`src/design/hbs_regs.svh`:
```
// Constants for the hub boot strap sequencer
`ifndef HBS_REGS_SVH
`define HBS_REGS_SVH
`define HBS_SIG_ADDR 16'hfffa
`define HBS_EXEC_ADDR 16'h0000
`define HBS_SIG_WORD 32'h32444655
`define HBS_SIG_LAST 2'h3
`define HBS_SOC_END_REG 8'hff
`define HBS_R200K_PD 3'h0
`define HBS_R200K_PU 3'h1
`define HBS_R10K_PD 3'h2
`define HBS_R10K_PU 3'h3
`define HBS_R10_PD 3'h4
`define HBS_R10_PU 3'h5
`define HBS_STBY_OFF 6'h3f
`define HBS_DEF_OFF 6'h00
`define HBS_DEF_FIXED 6'h00
`define HBS_DEF_CHARGE 6'h00
`define HBS_SPI_WAIT_NS 2560
`define HBS_CLK_NS 10
`endif

```
`src/design/hbs_pkg.sv`:
```
// Types for the hub boot strap sequencer
package hbs_pkg;
	typedef enum logic [2:0] {
		HBS_INIT = 3'b000,
		HBS_SPI_RD = 3'b001,
		HBS_CFG_RD = 3'b010,
		HBS_STRAP = 3'b011,
		HBS_SOC_CFG = 3'b100,
		HBS_OTP_CFG = 3'b101,
		HBS_EXT_RUN = 3'b110
	} hbs_stage_t;
	typedef enum logic [2:0] {
		HBS_GP_IN = 3'b000,
		HBS_GP_IN_PD = 3'b001,
		HBS_GP_IN_PU = 3'b010,
		HBS_GP_OUT_LO = 3'b011,
		HBS_GP_OUT_HI = 3'b100
	} hbs_gpio_mode_t;
endpackage : hbs_pkg

```
`src/design/hbs_strap_decode.sv`:
```
// Strap decoder: line disables and resistor-coded port masks
`timescale 1ns/10ps
`include "hbs_regs.svh"
module hbs_strap_decode (
	input wire logic [5:0] pos_strap,
	input wire logic [5:0] neg_strap,
	input wire logic [2:0] fixed_code,
	input wire logic [2:0] charge_code,
	output logic [5:0] pos_off,
	output logic [5:0] neg_off,
	output logic [5:0] port_off,
	output logic [5:0] ss_off,
	output logic [5:0] fixed_mask,
	output logic [5:0] charge_mask
);
	// Port 5 alone is never selectable; codes past the table give no ports
	function automatic logic [5:0] code_to_mask(input logic [2:0] code);
		case (code)
			`HBS_R200K_PD: code_to_mask = 6'h00;
			`HBS_R200K_PU: code_to_mask = 6'h01;
			`HBS_R10K_PD: code_to_mask = 6'h03;
			`HBS_R10K_PU: code_to_mask = 6'h07;
			`HBS_R10_PD: code_to_mask = 6'h0f;
			`HBS_R10_PU: code_to_mask = 6'h3f;
			default: code_to_mask = 6'h00;
		endcase
	endfunction : code_to_mask

	always_comb begin
		pos_off = pos_strap;
		neg_off = neg_strap;
		port_off = pos_strap & neg_strap;
		ss_off = pos_strap & neg_strap;
		fixed_mask = code_to_mask(fixed_code);
		charge_mask = code_to_mask(charge_code);
	end
endmodule : hbs_strap_decode

```
`src/design/hbs_gpio.sv`:
```
// General-purpose pin mode storage with two write ports
`timescale 1ns/10ps
module hbs_gpio #(
	parameter int NGPIO = 8,
	parameter int IW = 3
) (
	input wire logic clk,
	input wire logic reset_n,
	input wire logic smb_en,
	input wire logic smb_wr,
	input wire logic [IW-1:0] smb_idx,
	input wire logic [2:0] smb_mode,
	input wire logic usb_wr,
	input wire logic [IW-1:0] usb_idx,
	input wire logic [2:0] usb_mode,
	output logic [NGPIO-1:0] gpio_out,
	output logic [NGPIO-1:0] gpio_oe,
	output logic [NGPIO-1:0] gpio_pu,
	output logic [NGPIO-1:0] gpio_pd
);
	logic [NGPIO-1:0] out_r, out_nxt, oe_r, oe_nxt, pu_r, pu_nxt, pd_r, pd_nxt;

	logic [3:0] usb_bits, smb_bits;

	// Mode to {out, oe, pu, pd}; unknown modes fall back to plain input
	function automatic logic [3:0] mode_bits(input logic [2:0] mode);
		case (mode)
			hbs_pkg::HBS_GP_IN_PD: mode_bits = 4'h1;
			hbs_pkg::HBS_GP_IN_PU: mode_bits = 4'h2;
			hbs_pkg::HBS_GP_OUT_LO: mode_bits = 4'h4;
			hbs_pkg::HBS_GP_OUT_HI: mode_bits = 4'hc;
			default: mode_bits = 4'h0;
		endcase
	endfunction : mode_bits

	always_comb begin
		usb_bits = mode_bits(usb_mode);
		smb_bits = mode_bits(smb_mode);
		out_nxt = out_r;
		oe_nxt = oe_r;
		pu_nxt = pu_r;
		pd_nxt = pd_r;
		// SMBus applied last so it wins a same-pin collision
		if (usb_wr && int'(usb_idx) < NGPIO) begin
			out_nxt[usb_idx] = usb_bits[3];
			oe_nxt[usb_idx] = usb_bits[2];
			pu_nxt[usb_idx] = usb_bits[1];
			pd_nxt[usb_idx] = usb_bits[0];
		end
		if (smb_wr && smb_en && int'(smb_idx) < NGPIO) begin
			out_nxt[smb_idx] = smb_bits[3];
			oe_nxt[smb_idx] = smb_bits[2];
			pu_nxt[smb_idx] = smb_bits[1];
			pd_nxt[smb_idx] = smb_bits[0];
		end
	end

	always_ff @(posedge clk or negedge reset_n) begin
		if (!reset_n) begin
			out_r <= '0;
			oe_r <= '0;
			pu_r <= '0;
			pd_r <= '0;
		end else begin
			out_r <= out_nxt;
			oe_r <= oe_nxt;
			pu_r <= pu_nxt;
			pd_r <= pd_nxt;
		end
	end

	assign gpio_out = out_r;
	assign gpio_oe = oe_r;
	assign gpio_pu = pu_r;
	assign gpio_pd = pd_r;
endmodule : hbs_gpio

```
`src/design/hbs_seq.sv`:
```
// Hub boot sequencer: standby, SPI probe, strap load, SMBus detect
`timescale 1ns/10ps
`include "hbs_regs.svh"
// How it works
// - High positive-line strap disables that D+ line
// - High negative-line strap disables that D- line
// - Port disabled only when both straps high
// - USB 2.0 disable also disables SuperSpeed port
// - Fixed-port strap code maps to port prefix
// - Charge strap code maps to port prefix
// - Pins: input, pull-down, pull-up, drive low/high
// - Pin modes written over SMBus or USB
// - Reset low: standby, ports high-Z, PLL halted
// - Standby disables all ports, sets high-Z, clears the other registers
// - Reset high: walk the boot stages
// - Init: start PLL, load defaults, then probe
// - SPI strap: match signature, run external ROM
// - No signature or no strap: default load
// - Default load, then strap values override
// - Slave setting: pull-ups on both pins to SoC
// - 200k pull-up boot code means slave setting
// - SoC stage ends only on register 0xff write
module hbs_seq #(
	parameter int NGPIO = 8,
	parameter int GIW = 3
) (
	input wire logic clk,
	input wire logic reset_n,
	input wire logic pll_locked,
	input wire logic spi_mode_strap,
	input wire logic [5:0] port_pos_line_disable,
	input wire logic [5:0] port_neg_line_disable,
	input wire logic [2:0] fixed_port_strap,
	input wire logic [2:0] charge_port_strap,
	input wire logic [2:0] boot_strap,
	input wire logic smbus_data_pin,
	input wire logic smbus_clock_pin,
	input wire logic flash_rd_valid,
	input wire logic [7:0] flash_rd_data,
	input wire logic soc_wr_en,
	input wire logic [7:0] soc_wr_addr,
	input wire logic smb_gpio_wr,
	input wire logic [GIW-1:0] smb_gpio_idx,
	input wire logic [2:0] smb_gpio_mode,
	input wire logic usb_gpio_wr,
	input wire logic [GIW-1:0] usb_gpio_idx,
	input wire logic [2:0] usb_gpio_mode,
	output hbs_pkg::hbs_stage_t stage,
	output logic pll_run,
	output logic port_hiz,
	output logic flash_rd_req,
	output logic [15:0] flash_rd_addr,
	output logic ext_rom_en,
	output logic [5:0] pos_line_off,
	output logic [5:0] neg_line_off,
	output logic [5:0] port_off,
	output logic [5:0] ss_port_off,
	output logic [5:0] fixed_ports,
	output logic [5:0] charge_ports,
	output logic speed_ind_en,
	output logic smbus_slave_en,
	output logic config_done,
	output logic [NGPIO-1:0] gpio_out,
	output logic [NGPIO-1:0] gpio_oe,
	output logic [NGPIO-1:0] gpio_pu,
	output logic [NGPIO-1:0] gpio_pd
);
	localparam logic [15:0] SPI_WAIT_C = 16'(`HBS_SPI_WAIT_NS / `HBS_CLK_NS);

	hbs_pkg::hbs_stage_t stage_r, stage_nxt;
	logic [1:0] idx_r, idx_nxt;
	logic [15:0] wait_r, wait_nxt;
	logic step_r, step_nxt;
	logic req_r, req_nxt;
	logic [15:0] addr_r, addr_nxt;
	logic ext_r, ext_nxt, pll_r, pll_nxt, done_r, done_nxt;
	logic spd_r, spd_nxt, slv_r, slv_nxt;
	logic load_def, load_strap;
	logic [5:0] pos_r, pos_nxt, neg_r, neg_nxt, off_r, off_nxt, ss_r, ss_nxt;
	logic [5:0] fix_r, fix_nxt, chg_r, chg_nxt;
	logic hiz_r, hiz_nxt;
	logic [5:0] d_pos, d_neg, d_off, d_ss, d_fix, d_chg;

	function automatic logic [7:0] sig_byte(input logic [1:0] i);
		logic [31:0] w;
		w = `HBS_SIG_WORD;
		case (i)
			2'h0: sig_byte = w[31:24];
			2'h1: sig_byte = w[23:16];
			2'h2: sig_byte = w[15:8];
			default: sig_byte = w[7:0];
		endcase
	endfunction : sig_byte

	hbs_strap_decode u_dec (
		.pos_strap(port_pos_line_disable),
		.neg_strap(port_neg_line_disable),
		.fixed_code(fixed_port_strap),
		.charge_code(charge_port_strap),
		.pos_off(d_pos),
		.neg_off(d_neg),
		.port_off(d_off),
		.ss_off(d_ss),
		.fixed_mask(d_fix),
		.charge_mask(d_chg)
	);

	hbs_gpio #(.NGPIO(NGPIO), .IW(GIW)) u_gpio (
		.clk(clk),
		.reset_n(reset_n),
		.smb_en(slv_r),
		.smb_wr(smb_gpio_wr),
		.smb_idx(smb_gpio_idx),
		.smb_mode(smb_gpio_mode),
		.usb_wr(usb_gpio_wr),
		.usb_idx(usb_gpio_idx),
		.usb_mode(usb_gpio_mode),
		.gpio_out(gpio_out),
		.gpio_oe(gpio_oe),
		.gpio_pu(gpio_pu),
		.gpio_pd(gpio_pd)
	);

	// Stage sequencing
	always_comb begin
		stage_nxt = stage_r;
		idx_nxt = idx_r;
		wait_nxt = wait_r;
		step_nxt = step_r;
		req_nxt = req_r;
		addr_nxt = addr_r;
		ext_nxt = ext_r;
		pll_nxt = pll_r;
		done_nxt = done_r;
		spd_nxt = spd_r;
		slv_nxt = slv_r;
		load_def = 1'b0;
		load_strap = 1'b0;
		case (stage_r)
			hbs_pkg::HBS_INIT: begin
				pll_nxt = 1'b1;
				if (pll_locked) begin
					load_def = 1'b1;
					idx_nxt = 2'h0;
					wait_nxt = 16'h0000;
					step_nxt = 1'b0;
					stage_nxt = spi_mode_strap ? hbs_pkg::HBS_SPI_RD : hbs_pkg::HBS_CFG_RD;
				end
			end
			hbs_pkg::HBS_SPI_RD: begin
				req_nxt = 1'b1;
				addr_nxt = 16'(`HBS_SIG_ADDR + {14'h0000, idx_r});
				wait_nxt = wait_r + 16'h0001;
				if (req_r && flash_rd_valid) begin
					req_nxt = 1'b0;
					wait_nxt = 16'h0000;
					if (flash_rd_data != sig_byte(idx_r)) begin
						stage_nxt = hbs_pkg::HBS_CFG_RD;
					end else if (idx_r == `HBS_SIG_LAST) begin
						ext_nxt = 1'b1;
						addr_nxt = `HBS_EXEC_ADDR;
						stage_nxt = hbs_pkg::HBS_EXT_RUN;
					end else begin
						idx_nxt = idx_r + 2'h1;
					end
				end else if (wait_r >= SPI_WAIT_C) begin
					// Silent flash counts as absent
					req_nxt = 1'b0;
					stage_nxt = hbs_pkg::HBS_CFG_RD;
				end
			end
			hbs_pkg::HBS_CFG_RD: begin
				step_nxt = 1'b1;
				if (!step_r) begin
					load_def = 1'b1;
				end else begin
					load_strap = 1'b1;
					stage_nxt = hbs_pkg::HBS_STRAP;
				end
			end
			hbs_pkg::HBS_STRAP: begin
				if (boot_strap == `HBS_R200K_PU) begin
					spd_nxt = 1'b1;
					if (smbus_data_pin && smbus_clock_pin) begin
						slv_nxt = 1'b1;
						stage_nxt = hbs_pkg::HBS_SOC_CFG;
					end else begin
						stage_nxt = hbs_pkg::HBS_OTP_CFG;
					end
				end else begin
					stage_nxt = hbs_pkg::HBS_OTP_CFG;
				end
			end
			hbs_pkg::HBS_SOC_CFG: begin
				// No timeout: the SoC may take as long as it likes
				if (soc_wr_en && soc_wr_addr == `HBS_SOC_END_REG)
					stage_nxt = hbs_pkg::HBS_OTP_CFG;
			end
			hbs_pkg::HBS_OTP_CFG: begin
				done_nxt = 1'b1;
			end
			hbs_pkg::HBS_EXT_RUN: begin
				ext_nxt = 1'b1;
			end
			default: begin
				stage_nxt = hbs_pkg::HBS_INIT;
			end
		endcase
	end

	// Reset low is standby; every stage is dropped at once
	always_ff @(posedge clk or negedge reset_n) begin
		if (!reset_n) begin
			stage_r <= hbs_pkg::HBS_INIT;
			idx_r <= 2'h0;
			wait_r <= 16'h0000;
			step_r <= 1'b0;
			req_r <= 1'b0;
			addr_r <= 16'h0000;
			ext_r <= 1'b0;
			pll_r <= 1'b0;
			done_r <= 1'b0;
			spd_r <= 1'b0;
			slv_r <= 1'b0;
		end else begin
			stage_r <= stage_nxt;
			idx_r <= idx_nxt;
			wait_r <= wait_nxt;
			step_r <= step_nxt;
			req_r <= req_nxt;
			addr_r <= addr_nxt;
			ext_r <= ext_nxt;
			pll_r <= pll_nxt;
			done_r <= done_nxt;
			spd_r <= spd_nxt;
			slv_r <= slv_nxt;
		end
	end

	// Port configuration
	always_comb begin
		pos_nxt = pos_r;
		neg_nxt = neg_r;
		off_nxt = off_r;
		ss_nxt = ss_r;
		fix_nxt = fix_r;
		chg_nxt = chg_r;
		hiz_nxt = hiz_r;
		if (load_def) begin
			pos_nxt = `HBS_DEF_OFF;
			neg_nxt = `HBS_DEF_OFF;
			off_nxt = `HBS_DEF_OFF;
			ss_nxt = `HBS_DEF_OFF;
			fix_nxt = `HBS_DEF_FIXED;
			chg_nxt = `HBS_DEF_CHARGE;
		end
		if (load_strap) begin
			pos_nxt = d_pos;
			neg_nxt = d_neg;
			off_nxt = d_off;
			ss_nxt = d_ss;
			fix_nxt = d_fix;
			chg_nxt = d_chg;
		end
		if (stage_r == hbs_pkg::HBS_OTP_CFG)
			hiz_nxt = 1'b0;
	end

	always_ff @(posedge clk or negedge reset_n) begin
		if (!reset_n) begin
			pos_r <= `HBS_STBY_OFF;
			neg_r <= `HBS_STBY_OFF;
			off_r <= `HBS_STBY_OFF;
			ss_r <= `HBS_STBY_OFF;
			fix_r <= `HBS_DEF_FIXED;
			chg_r <= `HBS_DEF_CHARGE;
			hiz_r <= 1'b1;
		end else begin
			pos_r <= pos_nxt;
			neg_r <= neg_nxt;
			off_r <= off_nxt;
			ss_r <= ss_nxt;
			fix_r <= fix_nxt;
			chg_r <= chg_nxt;
			hiz_r <= hiz_nxt;
		end
	end

	assign stage = stage_r;
	assign pll_run = pll_r;
	assign port_hiz = hiz_r;
	assign flash_rd_req = req_r;
	assign flash_rd_addr = addr_r;
	assign ext_rom_en = ext_r;
	assign pos_line_off = pos_r;
	assign neg_line_off = neg_r;
	assign port_off = off_r;
	assign ss_port_off = ss_r;
	assign fixed_ports = fix_r;
	assign charge_ports = chg_r;
	assign speed_ind_en = spd_r;
	assign smbus_slave_en = slv_r;
	assign config_done = done_r;
endmodule : hbs_seq

```
`config.mk`:
```
export PLATFORM = sky130hd
export DESIGN_NAME = hbs_seq
export DESIGN_NICKNAME = d
export VERILOG_FILES = /design/src/design/hbs_pkg.sv /design/src/design/hbs_strap_decode.sv /design/src/design/hbs_gpio.sv /design/src/design/hbs_seq.sv
export VERILOG_INCLUDE_DIRS = /design/src /design/src/design
export SDC_FILE = /design/constraint.sdc
export NUM_CORES = 1
export LEC_CHECK = 0
export BUFFER_PORTS_ARGS = -buffer_cell sky130_fd_sc_hd__clkbuf_2
export CORE_MARGIN = 2
export CORE_UTILIZATION = 52
export DETAILED_ROUTE_END_ITERATION = 8
export PLACE_DENSITY = 0.82
export SLEW_MARGIN = 40
export SYNTH_ARGS = -nofsm -noshare
export SYNTH_HDL_FRONTEND = slang
export SYNTH_SLANG_ARGS = --single-unit
```
`constraint.sdc`:
```
create_clock -name clk -period 2.6 [get_ports clk]
set_input_delay 0.26 -clock clk [delete_from_list [all_inputs] [get_ports clk]]
set_output_delay 0.26 -clock clk [all_outputs]
set_load 0.03 [all_outputs]
```
# Yosys cells after proc, flatten, opt, wreduce, memory -nomap -nowiden
# Index checks and enable logic that the tools add are counted.
totals:
  register_bits: 107
  latch_bits: 0
  mem_bits_rw: 0
  romBits: 0
  inputBits: 59
  out_inout_bits: 94
  wordCells: 158
  mem_count: 0
classes:
  n_addsub: 3
  n_mul: 0
  div_mod_pow: 0
  n_lt_le_gt_ge: 5
  n_eq_ne: 39
  n_shift: 0
  n_mux: 68
  bitwise_logic: 2
  n_reduce_logical: 20
ops:
  columns: ["op", "count"]
  rows:
  - ["two-way mux 16 bit", 5]
  - ["two-way mux 8 bit", 10]
  - ["bitwise mux 8 bit", 8]
  - ["one-hot mux 6 bit (5 select lines)", 2]
  - ["two-way mux 6 bit", 6]
  - ["one-hot mux 16 bit (2 select lines)", 1]
  - ["one-hot mux 4 bit (4 select lines)", 2]
  - ["== test 3 x 2 -> 1 bit (second input constant)", 10]
  - ["== test 3 bit (second input constant)", 9]
  - ["two-way mux 3 bit", 8]
  - ["one-hot mux 7 bit (3 select lines)", 1]
  - ["== test 3 x 1 -> 1 bit (second input constant)", 6]
  - ["one-hot mux 3 bit (6 select lines)", 1]
  - ["adder 16 x 1 -> 16 bit (second input constant)", 1]
  - ["greater-or-equal comparator 16 x 9 -> 1 bit (second input constant)", 1]
  - ["!= test 2 bit (second input constant)", 7]
  - ["two-way mux 1 bit", 13]
  - ["two-way mux 2 bit", 5]
  - ["== test 8 bit (second input constant)", 1]
  - ["< comparator 3 x 4 -> 1 bit (second input constant)", 2]
  - ["!= test 8 bit", 1]
  - ["nonzero test 2 bit", 4]
  - ["AND 6 bit", 1]
  - ["demux 1 bit (select 3 bit)", 2]
  - ["19 further kinds", 30]

# Logic depth before layout (Yosys ltp)
depth:
  depth_word: 8
  ltp_mapped: 7
  depth_no_buf: 7

# Hierarchy
# A second synthesis with hierarchy kept.
unflattened:
  hier_cells: 497
  hier_area_um2: 5386.4
by_module_without_submodules:
  columns: ["module", "n_inst", "cells_per_inst", "area_per_inst_um2", "seq_area_each_um2"]
  rows:
  - ["hbs_seq", 1, 300, 3276.9, 1757.9]
  - ["hbs_gpio", 1, 154, 1798.0, 800.8]
  - ["hbs_strap_decode", 1, 43, 311.5, 0.0]

# Worst setup path after synthesis
# Ideal clock, no wire load.
synth_path:
  kind: "register to register"
  from: "reg idx_r[0]"
  to: "reg stage_r[1], in the netlist stage[1]"
  setup_time_ps: 128
  arrival_ps: 1752
  required_ps: 2472
  setup_slack_ps: 720
  path_stages_with_launch: 8
  n_path_buf: 1
  period_less_slack_ps: 1880
  path_cell_list: "dfrtp_1 > inv_1 > ha_1 > xor2_1 > and4_1 > buf_2 > a31o_1 > mux2_1"
synth_between:
  elab_chain_len: 8
  word_cells_on_any_way: 13
  cone_classes: "eq/ne (5); mux (6); reduce/logical (2)"
synth_rtl:
  columns: ["element", "line", "source"]
  rows:
  - ["from (decl)", "hbs_seq.sv:71", "logic [1:0] idx_r, idx_nxt;"]
  - ["from (signal assigned)", "hbs_seq.sv:227", "idx_r <= idx_nxt;"]
  - ["== test 2 bit (tied with other cells)", "hbs_seq.sv:87", "case (i)"]
  - ["one-hot mux 7 bit (3 select lines)", "hbs_seq.sv:87", null]
  - ["two-way mux 8 bit", "hbs_seq.sv:154", "if (req_r && flash_rd_valid) begin"]
  - ["two-way mux 8 bit", "hbs_seq.sv:139", "case (stage_r)"]
  - ["!= test 8 bit", "hbs_seq.sv:157", "if (flash_rd_data != sig_byte(idx_r)) begin"]
  - ["two-way mux 3 bit", "hbs_seq.sv:157", null]
  - ["two-way mux 3 bit", "hbs_seq.sv:154", null]
  - ["one-hot mux 3 bit (6 select lines)", "hbs_seq.sv:139", null]
  - ["to (signal assigned)", "hbs_seq.sv:214", "stage_r <= hbs_pkg::HBS_INIT;"]
  - ["to (signal assigned)", "hbs_seq.sv:226", "stage_r <= stage_nxt;"]
  - ["to (decl)", "hbs_seq.sv:70", "hbs_pkg::hbs_stage_t stage_r, stage_nxt;"]
# Several ways; a longest one is shown, not always the timed one. The select of a mux whose other input is x is not followed.
# A chain may end at the register's enable or synchronous reset.

# Worst setup path in the final report
layout_path:
  from: "reg idx_r[1]"
  to: "reg stage_r[1], in the netlist stage[1]"
# The elaborated chain is that of the path after synthesis.

==> impl_metrics.yaml <==
status:
  outcome: "finished, final reports clean"
final_layout:
  fin_util_pct: 63.3
  final_cells: 719
  diodes: 0
  drive_gt1_share_pct: 35.7
  final_net_count: 670
  areaGrowthSynthToFinish_pct: 19.0
  final_common_cell: "clkbuf_2"
  layout_common_cells: "151 x clkbuf_2, 74 x dfrtp_1, 36 x nand2_1"
power:
  p_clk_share_pct: 31.1
  p_int_mw: 2.11
  pwr-share-seq_pct: 51.8
  vdd_drop_max_v: 0.000254
  power.density_nw_per_um2: 523
  p_sw_uw: 917
  leakagePower_nw: 2.82
  switching_share_pct: 30.3
  combinationalPowerShare_pct: 17.1
critical_path:
  worst-path-max-fanout: 8
  setup.worst_path.class: "register to register"
  required_ns: 2.83
  crit_path_start_kind: "register"
  worstPathArrival_ns: 2.37
  crit_path_end_kind: "register"
synthesis:
  ys_async_sr_fraction_pct: 100
  synth-edff-count: 0
  ys.warnings.count: 0
  ys_ff_latch: 93
  ys.flop_type: "dfrtp_1"
  syn_inst: 469
  synth_nets: 536
  synth_seq_area_share_pct: 48.3
  netlist_area_um2: 4860
  synth.avg_cell_area_um2: 10.4
  yosys.cell_types.count: 60
clocking:
  cts-resized-gates: 0
  cts_sinks: 93
  clk_latency_ns: 0.36
  clk_pin_slew_ns: 0.10
  cts_tree: "built"
  clk_path_buf_depth: 2
  ctsHoldBuffers: 1
  clockRootBuffer: "clkbuf_8"
  htreeDepth: 3
  postCtsSetupRepairBufs: 0
  cts_buffers: 9
sta:
  max_clock_freq_mhz: 468
  setup_viol: 0
  post-route-period-util_pct: 82.2
  slew_violations: 0
  tns_ns: 0
  holdWs_ns: 0.141
  finalHoldViolations: 0
  fin_crit_ns: 2.14
  rsz0062_at_grt: "no"
  tightest_slew_ns: 0.739
  relSlewSlack_pct: 50.6
  finClkSkew_ns: 0.0113
detailed_routing:
  post_drt_wl_per_cell_um: 16.4
  viasPerCell: 5.82
  vias: 4184
  drt-initial-drc-count: 224
  firstDrtPassIters: 5
  drc: 0
  drt_wl_total_um: 11800
  postRouteAntennaNets: 0
global_routing:
  grt_pass1_wl_um: 18900
  gr-total-overflow: 0
  grt_start_max_net_pins: 50
  antenna_found_initial: 0
  grt_pass1_vias: 4048
  grt_usage_pct: 23.5
die:
  die_w_um: 101
  initial_utilization_pct: 53.1
  ios: 153
  num_rows: 35
  die_y_um: 101
  die_area_um2: 10100
  core_um2: 9150
placement:
  dpl.cell_count: 702
  dpl.hpwl_um: 8570
  numPortBuffers: 152
  place.gp.congestion: 0.889
min_path:
  hold_path.class: "input port to register"
job:
  drv_cap: 0
area by class of cell:
class	count	area, um2
tap	111	139
multi-input combinational	330	2250
sequential	93	2350
fill	740	3360
clock inverter	5	37.5
inverter	9	33.8
clock buffer	11	153
timing repair buffer	160	826
worst max-delay path, cell delays in order (launching register included):
cell and delay [ns]:
dfrtp_1 0.50, inv_1 0.10, ha_1 0.33, xor2_1 0.18
and4_1 0.34, a31o_1 0.22, mux2_1 0.34
sequential cells by signal (all words and copies together) (netlist names), 6 cells and up:
register	flops
wait_r	16
u_gpio.gpio_oe	8
u_gpio.gpio_out	8
u_gpio.gpio_pd	8
u_gpio.gpio_pu	8
neg_line_off	6
pos_line_off	6
ss_port_off	6
through the flow:
stage / setup WS, ns / power [mW] / instance area [um2]
final: 0.464 / 3.03 / 5790
after global routing: 0.239 / 3.16 / 5790
after CTS: 0.473 / 3.04 / 5790
after floorplan: 0.720 / 1.89 / 4860
after global placement: 0.580 / 2.09 / 5580
after detailed placement: 0.477 / 2.11 / 5590
kinds of logic (layout without fill, tap and decap cells):
kind of cell               after synthesis  after routing  synth area share, %
AOI/OAI and AO/OA                      133            133                 18.2
xor gates and xnor gates                 8              8                 1.44
adders and majority gates                8              8                 2.06
buffers and inverters                   46            185                 5.56
DFF                                     93             93                 48.3
muxes                                   31             31                 6.82
and+or+nand+nor                        150            150                 17.6
cells in the mapped netlist (2+ instances only):
master | instances | area, um2
dfrtp_1 | 74 | 1850
nand2_1 | 36 | 135
a21oi_1 | 27 | 135
nor2_1 | 25 | 93.8
a22o_1 | 23 | 201
buf_4 | 21 | 158
o21ai_0 | 20 | 100
dfstp_2 | 19 | 499
o21ai_1 | 18 | 90.1
nand3_1 | 16 | 80.1
a211oi_1 | 14 | 105
mux2_1 | 14 | 158
mux2i_1 | 14 | 140
nor2b_1 | 12 | 75.1
nand4_1 | 11 | 68.8
a31oi_1 | 9 | 56.3
buf_2 | 9 | 45.0
inv_1 | 9 | 33.8
ha_1 | 8 | 100
nor3_1 | 8 | 40.0
a32o_1 | 6 | 60.1
clkbuf_1 | 6 | 22.5
nand2b_1 | 6 | 37.5
nor3b_2 | 5 | 62.6
xor2_1 | 5 | 43.8
and3_1 | 4 | 25.0
mux2_2 | 3 | 33.8
nand4b_1 | 3 | 26.3
xnor2_1 | 3 | 26.3
a21o_1 | 2 | 15.0
a31o_2 | 2 | 17.5
and3b_1 | 2 | 17.5
nand3b_1 | 2 | 15.0
nor2b_2 | 2 | 17.5
nor3_2 | 2 | 20.0
nor3b_1 | 2 | 15.0
nor4_1 | 2 | 12.5
o21bai_1 | 2 | 15.0
or3_1 | 2 | 12.5
metal layers:
layer | part of all wire, % | track usage [%]
met1 | 43 | 30.5
met2 | 49 | 39.9
met3 | 5.9 | 3.40
met4 | 1.8 | 8.75
met5 | 0 | 0
power groups by stage:
stage	clock [mW]	combinational (mW)	sequential, mW
after global placement	0	0.502	1.59
after global routing	1.02	0.563	1.58
after detailed placement	0	0.516	1.60
after floorplan	0	0.157	1.74
after CTS	0.958	0.519	1.57
final	0.941	0.518	1.57
worst paths after layout:
path | from | end | slack (ns) | cells past startpoint
worst max-delay path | idx_r[1]$_DFFE_PN0P_ | stage[1]$_DFFE_PN0P_ | 0.46 | 6
worst min-delay path | port_neg_line_disable[5] | neg_line_off[5]$_DFFE_PN1P_ | 0.14 | 2
worst max register to register | idx_r[1]$_DFFE_PN0P_ | stage[1]$_DFFE_PN0P_ | 0.46 | 6
worst min register to register | config_done$_DFFE_PN0P_ | config_done$_DFFE_PN0P_ | 0.49 | 1
max in group asynchronous | reset_n | u_gpio.gpio_oe[5]$_DFF_PN0_ | 1.44 | 3
min in group asynchronous | reset_n | u_gpio.gpio_oe[1]$_DFF_PN0_ | 0.45 | 2
(Power assumes the default switching activity.)
